<file path="config.mk">
export PLATFORM = sky130hd
export DESIGN_NAME = rgc_global_command
export DESIGN_NICKNAME = d
export VERILOG_FILES = /design/src/rgc_pkg.sv /design/src/rgc_ptr_latch.sv /design/src/rgc_drain_wait.sv /design/src/rgc_global_command.sv
export VERILOG_INCLUDE_DIRS = /design/src
export SDC_FILE = /design/constraint.sdc
export NUM_CORES = 1
export LEC_CHECK = 0
export ABC_AREA = 1
export BUFFER_PORTS_ARGS = -buffer_cell sky130_fd_sc_hd__buf_2
export CORE_MARGIN = 2
export CORE_UTILIZATION = 40
export CTS_BUF_LIST = sky130_fd_sc_hd__clkbuf_8
export CTS_CLUSTER_DIAMETER = 120
export DETAILED_ROUTE_END_ITERATION = 10
export GPL_TIMING_DRIVEN = 1
export PLACE_DENSITY = 0.64
export SLEW_MARGIN = 20
export SYNTH_ARGS = -nofsm -noshare
export SYNTH_HDL_FRONTEND = slang
export SYNTH_SLANG_ARGS = --single-unit
</file>
<file path="constraint.sdc">
create_clock -name aclk -period 4.7 [get_ports aclk]
set_input_delay 1.41 -clock aclk [delete_from_list [all_inputs] [get_ports aclk]]
set_output_delay 1.41 -clock aclk [all_outputs]
set_load 0.02 [all_outputs]
</file>
<file path="src/rgc_defines.svh">
// offsets, field positions, reset values and timing counts of the global command block
`ifndef RGC_DEFINES_SVH
`define RGC_DEFINES_SVH
`define RGC_OFF_ROOT_ADDR_LO 12'h020
`define RGC_OFF_ROOT_ADDR_HI 12'h024
`define RGC_OFF_COMMAND 12'h018
`define RGC_OFF_STATUS 12'h01c
`define RGC_OFF_FAULT_LOG_LO 12'h058
`define RGC_OFF_FAULT_LOG_HI 12'h05c
`define RGC_OFF_ROOT_LIVE_LO 12'h100
`define RGC_OFF_ROOT_LIVE_HI 12'h104
`define RGC_OFF_FLOG_LIVE_LO 12'h108
`define RGC_OFF_FLOG_LIVE_HI 12'h10c
`define RGC_BIT_TE 31
`define RGC_BIT_RTP 30
`define RGC_BIT_FL 29
`define RGC_BIT_AFL 28
`define RGC_ONE_SHOT_MASK 32'h96ffffff
`define RGC_RESET_WORD 32'h00000000
`define RGC_RESP_OKAY 2'b00
`define RGC_RESP_SLVERR 2'b10
`define RGC_LATCH_TIME_NS 20
`define RGC_LATCH_CYCLES ((`RGC_LATCH_TIME_NS + 9) / 10)
`endif

</file>
<file path="src/rgc_pkg.sv">
// types shared by the global command block
package rgc_pkg;
  typedef enum logic [2:0] {
    RGC_IDLE = 3'b000,
    RGC_DRAIN = 3'b001,
    RGC_SWITCH = 3'b011,
    RGC_LATCH = 3'b010,
    RGC_DONE = 3'b110
  } rgc_state_t;

  typedef struct packed {
    logic te;
    logic rtp;
    logic fl;
    logic afl;
  } rgc_cmd_t;

  typedef struct packed {
    logic [11:0] addr;
    logic [31:0] data;
    logic [3:0] strb;
  } rgc_wr_t;
endpackage

</file>
<file path="src/rgc_ptr_latch.sv">
// 64-bit pointer pair: programmed copy and live copy loaded on command
`timescale 1ns/1ps
module rgc_ptr_latch (
  input wire logic aclk,
  input wire logic aresetn,
  input wire logic wr_lo,
  input wire logic wr_hi,
  input wire logic [31:0] wdata,
  input wire logic [3:0] wstrb,
  input wire logic load,
  output logic [63:0] programmed,
  output logic [63:0] live
);
  // byte-lane writes into the programmed copy
  always_ff @(posedge aclk)
  begin
    if (!aresetn)
      programmed <= 64'h0;
    else
    begin
      for (int b = 0; b < 4; b++)
      begin
        if (wr_lo && wstrb[b])
          programmed[b*8 +: 8] <= wdata[b*8 +: 8];
        if (wr_hi && wstrb[b])
          programmed[32 + b*8 +: 8] <= wdata[b*8 +: 8];
      end
    end
  end

  // live copy only moves on load, so a half-written address is never used
  always_ff @(posedge aclk)
  begin
    if (!aresetn)
      live <= 64'h0;
    else if (load)
      live <= programmed;
  end
endmodule

</file>
<file path="src/rgc_drain_wait.sv">
// waits for the dma path to go idle before a translation switch
`timescale 1ns/1ps
module rgc_drain_wait (
  input wire logic aclk,
  input wire logic aresetn,
  input wire logic start,
  input wire logic drain_supported,
  input wire logic dma_idle,
  output logic done
);
  logic waiting;

  // idle sample between transactions marks a clean boundary
  always_ff @(posedge aclk)
  begin
    if (!aresetn)
      waiting <= 1'b0;
    else if (start)
      waiting <= 1'b1;
    else if (done)
      waiting <= 1'b0;
  end

  // without drain support only the one-cycle wait remains, with dma_idle ignored
  assign done = waiting && (dma_idle || !drain_supported);
endmodule

</file>
<file path="src/rgc_global_command.sv">
// global command register with status, pointer latches and axi4-lite slave
`timescale 1ns/1ps
`include "rgc_defines.svh"
module rgc_global_command (
  input wire logic aclk,
  input wire logic aresetn,
  input wire logic [11:0] s_axi_awaddr,
  input wire logic s_axi_awvalid,
  output logic s_axi_awready,
  input wire logic [31:0] s_axi_wdata,
  input wire logic [3:0] s_axi_wstrb,
  input wire logic s_axi_wvalid,
  output logic s_axi_wready,
  output logic [1:0] s_axi_bresp,
  output logic s_axi_bvalid,
  input wire logic s_axi_bready,
  input wire logic [11:0] s_axi_araddr,
  input wire logic s_axi_arvalid,
  output logic s_axi_arready,
  output logic [31:0] s_axi_rdata,
  output logic [1:0] s_axi_rresp,
  output logic s_axi_rvalid,
  input wire logic s_axi_rready,
  input wire logic adv_fault_log_supported,
  input wire logic drain_supported,
  input wire logic dma_idle,
  output logic translation_active,
  output logic fault_log_to_memory,
  output logic [63:0] root_pointer,
  output logic [63:0] fault_log_pointer
);
  logic aw_held;
  logic w_held;
  logic [11:0] aw_addr;
  logic [31:0] w_data;
  logic [3:0] w_strb;
  logic wr_fire;
  logic wr_hit;
  rgc_pkg::rgc_wr_t wr;
  logic [31:0] status_word;
  logic translation_enabled_status;
  logic root_pointer_status;
  logic fault_log_status;
  logic adv_fault_log_status;
  rgc_pkg::rgc_state_t state;
  rgc_pkg::rgc_state_t next_state;
  rgc_pkg::rgc_cmd_t pend;
  logic te_target;
  logic cmd_write;
  logic start_te;
  logic start_rtp;
  logic start_fl;
  logic start_afl;
  logic drain_start;
  logic drain_done;
  logic [7:0] latch_cnt;
  logic load_root;
  logic load_flog;
  logic [63:0] root_programmed;
  logic [63:0] flog_programmed;
  logic [31:0] rd_word;
  logic rd_hit;

  // write address and data are taken separately, in either order
  assign s_axi_awready = !aw_held && !s_axi_bvalid;
  assign s_axi_wready = !w_held && !s_axi_bvalid;

  always_ff @(posedge aclk)
  begin
    if (!aresetn)
    begin
      aw_held <= 1'b0;
      aw_addr <= 12'h0;
    end
    else if (s_axi_awvalid && s_axi_awready)
    begin
      aw_held <= 1'b1;
      aw_addr <= s_axi_awaddr;
    end
    else if (wr_fire)
      aw_held <= 1'b0;
  end

  always_ff @(posedge aclk)
  begin
    if (!aresetn)
    begin
      w_held <= 1'b0;
      w_data <= 32'h0;
      w_strb <= 4'h0;
    end
    else if (s_axi_wvalid && s_axi_wready)
    begin
      w_held <= 1'b1;
      w_data <= s_axi_wdata;
      w_strb <= s_axi_wstrb;
    end
    else if (wr_fire)
      w_held <= 1'b0;
  end

  assign wr_fire = aw_held && w_held;
  assign wr = '{addr: {aw_addr[11:2], 2'b00}, data: w_data, strb: w_strb};

  // a command that arrives while another runs is refused with slverr
  assign cmd_write = wr_fire && (wr.addr == `RGC_OFF_COMMAND) && (state == rgc_pkg::RGC_IDLE) && wr.strb[3];

  always_comb
  begin
    wr_hit = 1'b0;
    case (wr.addr)
      `RGC_OFF_COMMAND: wr_hit = (state == rgc_pkg::RGC_IDLE);
      `RGC_OFF_ROOT_ADDR_LO, `RGC_OFF_ROOT_ADDR_HI: wr_hit = 1'b1;
      `RGC_OFF_FAULT_LOG_LO, `RGC_OFF_FAULT_LOG_HI: wr_hit = 1'b1;
      default: wr_hit = 1'b0;
    endcase
  end

  // write response one cycle after both halves are held
  always_ff @(posedge aclk)
  begin
    if (!aresetn)
    begin
      s_axi_bvalid <= 1'b0;
      s_axi_bresp <= `RGC_RESP_OKAY;
    end
    else if (wr_fire)
    begin
      s_axi_bvalid <= 1'b1;
      s_axi_bresp <= wr_hit ? `RGC_RESP_OKAY : `RGC_RESP_SLVERR;
    end
    else if (s_axi_bready)
      s_axi_bvalid <= 1'b0;
  end

  // decode one command per write; priority picks the highest bit if software breaks serialisation
  always_comb
  begin
    start_te = 1'b0;
    start_rtp = 1'b0;
    start_fl = 1'b0;
    start_afl = 1'b0;
    if (cmd_write)
    begin
      if (wr.data[`RGC_BIT_TE] != translation_enabled_status)
        start_te = 1'b1;
      else if (wr.data[`RGC_BIT_RTP])
        start_rtp = 1'b1;
      else if (wr.data[`RGC_BIT_FL] && adv_fault_log_supported)
        start_fl = 1'b1;
      else if (adv_fault_log_supported && (wr.data[`RGC_BIT_AFL] != adv_fault_log_status))
        start_afl = 1'b1;
    end
  end

  always_ff @(posedge aclk)
  begin
    if (!aresetn)
    begin
      pend <= '0;
      te_target <= 1'b0;
    end
    else if (cmd_write)
    begin
      pend <= '{te: start_te, rtp: start_rtp, fl: start_fl, afl: start_afl};
      te_target <= wr.data[`RGC_BIT_TE];
    end
  end

  // command sequencer; translation waits for a drain, latches take a fixed time
  always_comb
  begin
    next_state = state;
    case (state)
      rgc_pkg::RGC_IDLE:
      begin
        if (start_te)
          next_state = rgc_pkg::RGC_DRAIN;
        else if (start_rtp || start_fl || start_afl)
          next_state = rgc_pkg::RGC_LATCH;
      end
      rgc_pkg::RGC_DRAIN:
      begin
        if (drain_done)
          next_state = rgc_pkg::RGC_SWITCH;
      end
      rgc_pkg::RGC_SWITCH: next_state = rgc_pkg::RGC_DONE;
      rgc_pkg::RGC_LATCH:
      begin
        if (latch_cnt == 8'(`RGC_LATCH_CYCLES - 1))
          next_state = rgc_pkg::RGC_DONE;
      end
      rgc_pkg::RGC_DONE: next_state = rgc_pkg::RGC_IDLE;
      default: next_state = rgc_pkg::RGC_IDLE;
    endcase
  end

  always_ff @(posedge aclk)
  begin
    if (!aresetn)
      state <= rgc_pkg::RGC_IDLE;
    else
      state <= next_state;
  end

  always_ff @(posedge aclk)
  begin
    if (!aresetn)
      latch_cnt <= 8'h0;
    else if (state == rgc_pkg::RGC_LATCH)
      latch_cnt <= latch_cnt + 8'h1;
    else
      latch_cnt <= 8'h0;
  end

  assign drain_start = (state == rgc_pkg::RGC_IDLE) && start_te;

  rgc_drain_wait u_drain (
    .aclk(aclk),
    .aresetn(aresetn),
    .start(drain_start),
    .drain_supported(drain_supported),
    .dma_idle(dma_idle),
    .done(drain_done)
  );

  // translation flips in the switch cycle, after the drain found a clean boundary
  always_ff @(posedge aclk)
  begin
    if (!aresetn)
      translation_active <= 1'b0;
    else if (state == rgc_pkg::RGC_SWITCH)
      translation_active <= te_target;
  end

  // translation and advanced log status bits update only when the operation completes
  always_ff @(posedge aclk)
  begin
    if (!aresetn)
      translation_enabled_status <= 1'b0;
    else if (state == rgc_pkg::RGC_DONE && pend.te)
      translation_enabled_status <= te_target;
  end

  // one-shot status: cleared as the latch starts, set when done
  always_ff @(posedge aclk)
  begin
    if (!aresetn)
      root_pointer_status <= 1'b0;
    else if (state == rgc_pkg::RGC_DONE && pend.rtp)
      root_pointer_status <= 1'b1;
    else if (start_rtp)
      root_pointer_status <= 1'b0;
  end

  always_ff @(posedge aclk)
  begin
    if (!aresetn)
      fault_log_status <= 1'b0;
    else if (state == rgc_pkg::RGC_DONE && pend.fl)
      fault_log_status <= 1'b1;
    else if (start_fl)
      fault_log_status <= 1'b0;
  end

  always_ff @(posedge aclk)
  begin
    if (!aresetn)
      adv_fault_log_status <= 1'b0;
    else if (state == rgc_pkg::RGC_DONE && pend.afl)
      adv_fault_log_status <= !adv_fault_log_status;
  end

  assign fault_log_to_memory = adv_fault_log_status;

  // pointer loads happen at completion; log load is allowed with translation on
  assign load_root = (state == rgc_pkg::RGC_DONE) && pend.rtp;
  assign load_flog = (state == rgc_pkg::RGC_DONE) && pend.fl;

  rgc_ptr_latch u_root (
    .aclk(aclk),
    .aresetn(aresetn),
    .wr_lo(wr_fire && wr.addr == `RGC_OFF_ROOT_ADDR_LO),
    .wr_hi(wr_fire && wr.addr == `RGC_OFF_ROOT_ADDR_HI),
    .wdata(wr.data),
    .wstrb(wr.strb),
    .load(load_root),
    .programmed(root_programmed),
    .live(root_pointer)
  );

  rgc_ptr_latch u_flog (
    .aclk(aclk),
    .aresetn(aresetn),
    .wr_lo(wr_fire && wr.addr == `RGC_OFF_FAULT_LOG_LO),
    .wr_hi(wr_fire && wr.addr == `RGC_OFF_FAULT_LOG_HI),
    .wdata(wr.data),
    .wstrb(wr.strb),
    .load(load_flog),
    .programmed(flog_programmed),
    .live(fault_log_pointer)
  );

  assign status_word = {translation_enabled_status, root_pointer_status, fault_log_status,
                        adv_fault_log_status, 28'h0};

  // read mux; the command register reads as zero since its value is meaningless
  always_comb
  begin
    rd_word = 32'h0;
    rd_hit = 1'b1;
    case ({s_axi_araddr[11:2], 2'b00})
      `RGC_OFF_COMMAND: rd_word = 32'h0;
      `RGC_OFF_STATUS: rd_word = status_word;
      `RGC_OFF_ROOT_ADDR_LO: rd_word = root_programmed[31:0];
      `RGC_OFF_ROOT_ADDR_HI: rd_word = root_programmed[63:32];
      `RGC_OFF_FAULT_LOG_LO: rd_word = flog_programmed[31:0];
      `RGC_OFF_FAULT_LOG_HI: rd_word = flog_programmed[63:32];
      `RGC_OFF_ROOT_LIVE_LO: rd_word = root_pointer[31:0];
      `RGC_OFF_ROOT_LIVE_HI: rd_word = root_pointer[63:32];
      `RGC_OFF_FLOG_LIVE_LO: rd_word = fault_log_pointer[31:0];
      `RGC_OFF_FLOG_LIVE_HI: rd_word = fault_log_pointer[63:32];
      default: rd_hit = 1'b0;
    endcase
  end

  assign s_axi_arready = !s_axi_rvalid;

  // read data registered one cycle after the address is taken
  always_ff @(posedge aclk)
  begin
    if (!aresetn)
    begin
      s_axi_rvalid <= 1'b0;
      s_axi_rdata <= `RGC_RESET_WORD;
      s_axi_rresp <= `RGC_RESP_OKAY;
    end
    else if (s_axi_arvalid && s_axi_arready)
    begin
      s_axi_rvalid <= 1'b1;
      s_axi_rdata <= rd_word;
      s_axi_rresp <= rd_hit ? `RGC_RESP_OKAY : `RGC_RESP_SLVERR;
    end
    else if (s_axi_rready)
      s_axi_rvalid <= 1'b0;
  end
endmodule

</file>
==> results.toml, run 1 <==
[run_status]
outcome = "completed"

[synthesis]
mapped_avg_cell_area_um2 = 7.32
synthDominantCellAreaShare = 0.457
largest_area_contributor_in_the_netlist = "sky130_fd_sc_hd__dfxtp_1"
synthTopCellsByArea = "sky130_fd_sc_hd__dfxtp_1, sky130_fd_sc_hd__a21oi_1, sky130_fd_sc_hd__nand3_1"
ys_seq_area_frac = 0.457
ys_warn_count = 0
synthCells = 2166
yosys_register_bits = 362
synth_most_common_cell = "sky130_fd_sc_hd__dfxtp_1"
synth.lib_cells_used.distinct = 36
synth.cell_area_mm2 = 0.0158
synth_edf_count = 0
asyncSetResetFlopFracSynth = 0
synth_commonest_cells = "sky130_fd_sc_hd__dfxtp_1, sky130_fd_sc_hd__nand2_1, sky130_fd_sc_hd__a21oi_1"
ys.flop_type = "sky130_fd_sc_hd__dfxtp_1"

[clock_network]
cts_setup_buffers = 0
number_of_buffers_added_by_the_clock_tree_synthesis_step = 60
cts.htree.levels = 2
clock_tree.root_cell = "sky130_fd_sc_hd__clkbuf_8"
cts_hold_buf = 0
clk_path_buf_depth = 3
numClockSinks = 362
post_cts_resize_count = 0
worst_skew_pair.late_latency_ns = 0.65
clk_pin_slew_ns = 0.06
cts_tree = "built"

[setup_path]
critical_path.endpoint_type = "flip-flop"
critPathMaxStageDelay_ns = 0.71
crit_path_cell_trace = "buf_2 > inv_1 > nand2_1 > nor3_4 > buf_4 > nand4_1 > o21ai_0 > nor2_1 > nand2_1 > nand2_1 > a21oi_1"
path_common_cell = "sky130_fd_sc_hd__nand2_1"
critPathArrivalTime_ns = 3.45
crit_path_max_fanout = 16
cp_data_required_time_ns = 5.27
worst_r2r_startpoint = "pend[2]"
cp-start-kind = "input port"
worstPathBufferInverterCount = 3
path_class = "input port to flip-flop"
cp_top_family = "simple AND/OR/NAND/NOR gates"
cpMaxStageDelayCell = "sky130_fd_sc_hd__nor3_4"
worstSetupStartpoint = "s_axi_araddr[5]"

[sta]
min_period_over_period = 0.613
finClkSkew_ns = 0.0256
setup_tns_ns = 0
final-hold-violation-count = 0
setup_viol = 0
pins_over_slew_limit = 0
clock.fmax_mhz = 347
relative_max_transition_margin = 0.266
fin_ws_ns = 1.82
rsz0062_at_grt = "false"
fin_crit_ns = 2.88
worstMarginPinSlew_ns = 1.10

[power]
power_mw = 6.25
cellPowerDensity_mw_per_mm2 = 340
peakVddDrop_mv = 0.173
p_leak_nw = 7.22

[layout]
fillerInstances = 4014
final_layout_size_suffix_gt1_frac = 0.177
nNetsFinal = 2407
areaGrowthSynthToFinish_pct = 15.8

[global_routing]
antenna_violations_before_repair = 3
grt.overflow.total = 0
maximum_number_of_pins_on_one_net_before_global_route_repair = 180
global_route.usage.total = 0.247
grt_first_pass_wirelength_um = 80800
first_global_vias = 14600

[worst_hold_path]
hp-class = "flip-flop to flip-flop"
min-delay-start = "s_axi_rdata[6]"

[floorplanning]
core_mm2 = 0.0389
fp.dieArea_mm2 = 0.0412
floorplan.initialDensity = 0.407
dieWidth_um = 203
std_cell_rows = 72
num_io_pins = 241
die_h_um = 203

[placement]
placement.io_buffers = 234
detailedPlacementHpwl_um = 33100
gp_congestion = 0.917
dp_slack_ns = 1.18

[route]
antenna_left = 0
detail_route.first_pass.iterations = 8
vias_per_cell = 5.26
route.met3.wl_um = 4100
detailed_route_wirelength_on_metal2_um = 23800
drtIter0Drc = 1225
routed-via-count = 15200
met1Wirelength_um = 22300
maxUsedRoutingLayer = "met5"
post-route-drc-count = 0
routedWlPerCell_um = 17.9
totalWireLength_um = 51800

[run]
maxCapViolations = 0
## per-stage QoR
| stage | cell area (um^2) | utilization | hold slack (ns) | std cells |
|---|---|---|---|---|
| after floorplan | 15900 | - | 0.434 | 2167 |
| after global placement | 17200 | 0.441 | 0.447 | 2791 |
| after detailed placement | 17200 | 0.441 | 0.452 | 2791 |
| after CTS | 18400 | 0.472 | 0.461 | 2896 |
| after global routing | 18400 | 0.472 | 0.476 | 2897 |
| final | 18400 | 0.472 | 0.460 | 2898 |
## final cells by class
class                   instances  area (um^2)  area share
diodes                          2         5.00    0.000273
clock buffers                  78         1070      0.0585
clock inverters                27          111     0.00607
inverters                     214          808      0.0440
multi-input cells            1442         7120       0.388
flip-flops and latches        362         7250       0.395
well taps                     518          648      0.0353
repair buffers                255         1340      0.0732
## layer usage
layer | vias up | GRT usage
li1 | 7585 | -
met1 | 7017 | 0.318
met2 | 538 | 0.404
met3 | 102 | 0.0565
met4 | 2 | 0.0925
met5 | - | 0
## worst paths after layout
check,slack (ns),endpoint,cells after the start
worst max-delay path,1.82,s_axi_rdata[5],11
worst min-delay path,0.46,s_axi_rdata[6],2
worst max register to register,1.97,u_root.live[55],3
worst min register to register,0.46,s_axi_rdata[6],2
## cells in the final DEF, fill, tap and decap left out, types with 3 or more instances in the layout
cell,netlist,routed
sky130_fd_sc_hd__dfxtp_1,362,360
sky130_fd_sc_hd__nand2_1,295,291
sky130_fd_sc_hd__a21oi_1,285,285
sky130_fd_sc_hd__buf_2,48,233
sky130_fd_sc_hd__inv_1,203,225
sky130_fd_sc_hd__nand3_1,225,225
sky130_fd_sc_hd__nor2_1,213,212
sky130_fd_sc_hd__o21ai_0,200,200
sky130_fd_sc_hd__clkbuf_8,0,78
sky130_fd_sc_hd__o21ai_1,69,69
sky130_fd_sc_hd__nand4_1,65,65
sky130_fd_sc_hd__a211oi_2,32,32
sky130_fd_sc_hd__buf_4,9,21
sky130_fd_sc_hd__inv_2,10,10
sky130_fd_sc_hd__nor3_1,11,10
sky130_fd_sc_hd__nand2_2,6,9
sky130_fd_sc_hd__nor2_2,7,7
sky130_fd_sc_hd__nor2_4,6,7
sky130_fd_sc_hd__nand2_4,4,5
sky130_fd_sc_hd__clkinv_2,0,4
sky130_fd_sc_hd__nor3_2,2,3
sky130_fd_sc_hd__nor3_4,3,3
sky130_fd_sc_hd__nor4_1,3,3
## kinds of logic after synthesis
kind of cell,share of synthesized area
xor gates and xnor gates,0.000553
other,0.000237
and+or+nand+nor,0.242
adders and majority gates,0.00158
DFF,0.457
buffers and inverters,0.0957
AOI/OAI and AO/OA,0.202
## state kept, by name, indices dropped and copies added (netlist names), 3 cells and up
signal and count:
u_flog.live 64, u_root.programmed 64, latch_cnt 8, s_axi_rdata 32, aw_addr 10, w_data 32, u_flog.programmed 64, state 3
pend 4, u_root.live 64, w_strb 4
## power by group
part	switching, mW	total (mW)	internal (mW)
Combinational	0.254	0.345	0.0907
Clock	1.27	2.74	1.47
Sequential	0.0533	3.17	3.11
Total	1.58	6.25	4.67
## worst min-delay path: cells and delay by family (launching register included)
family,cells,cell delay (ns)
AOI/OAI and AO/OA,1,0.05
and+or+nand+nor,1,0.06
DFF,1,0.30
Note: power is estimated with default switching activity, not from simulation.
==> run 2: changes to the inputs <==
PLACE_DENSITY = 0.66   (was 0.64)
clock period = 2.55 ns   (was 4.7 ns; I/O delays follow)
==> run 2 against run 1 <==
Effect of this change:
- core utilization grew 1.8 points
- combinational power grew 95%
- clock power grew 110%
- design area grew 3.8%
- cell count grew 1.9%
- worst hold slack lost 0.098 ns
- non-clock buffer count grew 40
- critical path depth shrank 9
- die area is the same
- critical endpoint is now s_axi_wready
- highest routed layer is now met4
==> results.toml, run 2 (same netlist as run 1, synthesis figures left out) <==
[placement]
detailedPlacementHpwl_um = 35400
placement.io_buffers = 234
placed_cell_count = 2831
dp_slack_ns = 0.209
gp_congestion = 0.919

[floorplanning]
dieWidth_um = 203
std_cell_rows = 72
num_io_pins = 241
die_h_um = 203
fp.dieArea_mm2 = 0.0412
floorplan.initialDensity = 0.407
core_mm2 = 0.0389

[clock_network]
cts_setup_buffers = 0
post_cts_resize_count = 0
worst_skew_pair.late_latency_ns = 0.65
cts.htree.levels = 2
clk_path_buf_depth = 3
clock_tree.root_cell = "sky130_fd_sc_hd__clkbuf_8"
cts_hold_buf = 0
clk_pin_slew_ns = 0.06
cts_tree = "built"
number_of_buffers_added_by_the_clock_tree_synthesis_step = 61
numClockSinks = 362

[sta]
worstMarginPinSlew_ns = 0.694
setup_tns_ns = 0
fin_ws_ns = 0.464
min_period_over_period = 0.818
clock.fmax_mhz = 479
finClkSkew_ns = 0.0121
fin_crit_ns = 2.09
setup_viol = 0
final-hold-violation-count = 0
rsz0062_at_grt = "false"
pins_over_slew_limit = 0
relative_max_transition_margin = 0.536

[setup_path]
worstSetupStartpoint = "s_axi_bvalid"
crit_path_max_fanout = 4
worst_r2r_path_depth = 8
cp-start-kind = "flip-flop"
setup.reg_to_reg.worst_slack_ns = 0.50
critical_path.endpoint_type = "output pin"
cp_data_required_time_ns = 1.79
worst_r2r_startpoint = "aw_addr[10]"
path_class = "flip-flop to output pin"
rr_endpoint = "u_flog.programmed[19]"
critPathArrivalTime_ns = 1.32

[layout]
areaGrowthSynthToFinish_pct = 20.2
layout.cells.most_common_list = "sky130_fd_sc_hd__dfxtp_1, sky130_fd_sc_hd__nand2_1, sky130_fd_sc_hd__a21oi_1, sky130_fd_sc_hd__buf_2, sky130_fd_sc_hd__nand3_1"
finish.cell_count_without_fillers = 2952
final_layout_size_suffix_gt1_frac = 0.198
final_core_density = 0.490
final_common_cell = "sky130_fd_sc_hd__dfxtp_1"
fillerInstances = 3957
nNetsFinal = 2448

[route]
routed-via-count = 15600
detail_route.first_pass.iterations = 5
routedWlPerCell_um = 17.8
vias_per_cell = 5.27
antenna_left = 0
totalWireLength_um = 52600
post-route-drc-count = 0
drtIter0Drc = 1134

[worst_hold_path]
timing.hold.worst_endpoint = "aw_addr[10]"
hp-class = "input port to flip-flop"
min-delay-start = "s_axi_awaddr[10]"
hold_depth = 3

[global_routing]
global_route.usage.total = 0.252
maximum_number_of_pins_on_one_net_before_global_route_repair = 92
grt.overflow.total = 0
grt_first_pass_wirelength_um = 81600
first_global_vias = 14700
antenna_violations_before_repair = 4

[power]
power_mw = 12.4
peakVddDrop_mv = 0.366
p_leak_nw = 7.56
cellPowerDensity_mw_per_mm2 = 650

[run_status]
outcome = "completed"

[run]
maxCapViolations = 0
## run 2: through the flow
step,instance area [um^2],hold slack (ns)
final,19100,0.362
after global routing,19100,0.365
after floorplan,15900,0.434
after global placement,17600,0.448
after CTS,19000,0.316
after detailed placement,17600,0.452
## run 2: layout make-up
type | instances | area (um^2) | area share
flip-flops and latches | 362 | 7250 | 0.380
clock buffers | 84 | 1160 | 0.0607
clock inverters | 32 | 272 | 0.0142
multi-input cells | 1442 | 7120 | 0.373
repair buffers | 295 | 1790 | 0.0942
diodes | 5 | 12.5 | 0.000657
well taps | 518 | 648 | 0.0340
inverters | 214 | 808 | 0.0424
## run 2: worst max path at each step
stage                                        to  slack [ns]  cells past startpoint
after detailed placement         s_axi_rdata[3]        0.21                     11
final                              s_axi_wready        0.46                      2
after floorplan                 s_axi_rdata[24]        0.60                     11
after global placement          s_axi_rdata[23]        0.25                     13
after CTS                          s_axi_wready        0.41                      2
after global routing      u_flog.programmed[17]        0.35                      8
## run 2: worst max-delay path: stages, from the launching register on
cell                      delay, ns
sky130_fd_sc_hd__dfxtp_1       0.33
sky130_fd_sc_hd__nor2_1        0.16
sky130_fd_sc_hd__buf_2         0.19
## run 2: where the power goes
part / switching, mW / internal (mW) / total (mW) / leakage (nW)
clock network: 2.44 / 3.44 / 5.88 / 0.795
logic: 0.477 / 0.197 / 0.674 / 3.83
registers: 0.100 / 5.74 / 5.84 / 2.93
total: 3.02 / 9.37 / 12.4 / 7.56
## run 2: metal layers
| layer | share of wire | up-vias | wire length (um) | global-route usage |
|---|---|---|---|---|
| met5 | 0 | - | 0 | 0 |
| met4 | 0.027 | 0 | 1420 | 0.0884 |
| met3 | 0.091 | 83 | 4810 | 0.0701 |
| met2 | 0.46 | 584 | 24400 | 0.413 |
| met1 | 0.42 | 7214 | 22000 | 0.317 |
| li1 | - | 7690 | - | - |
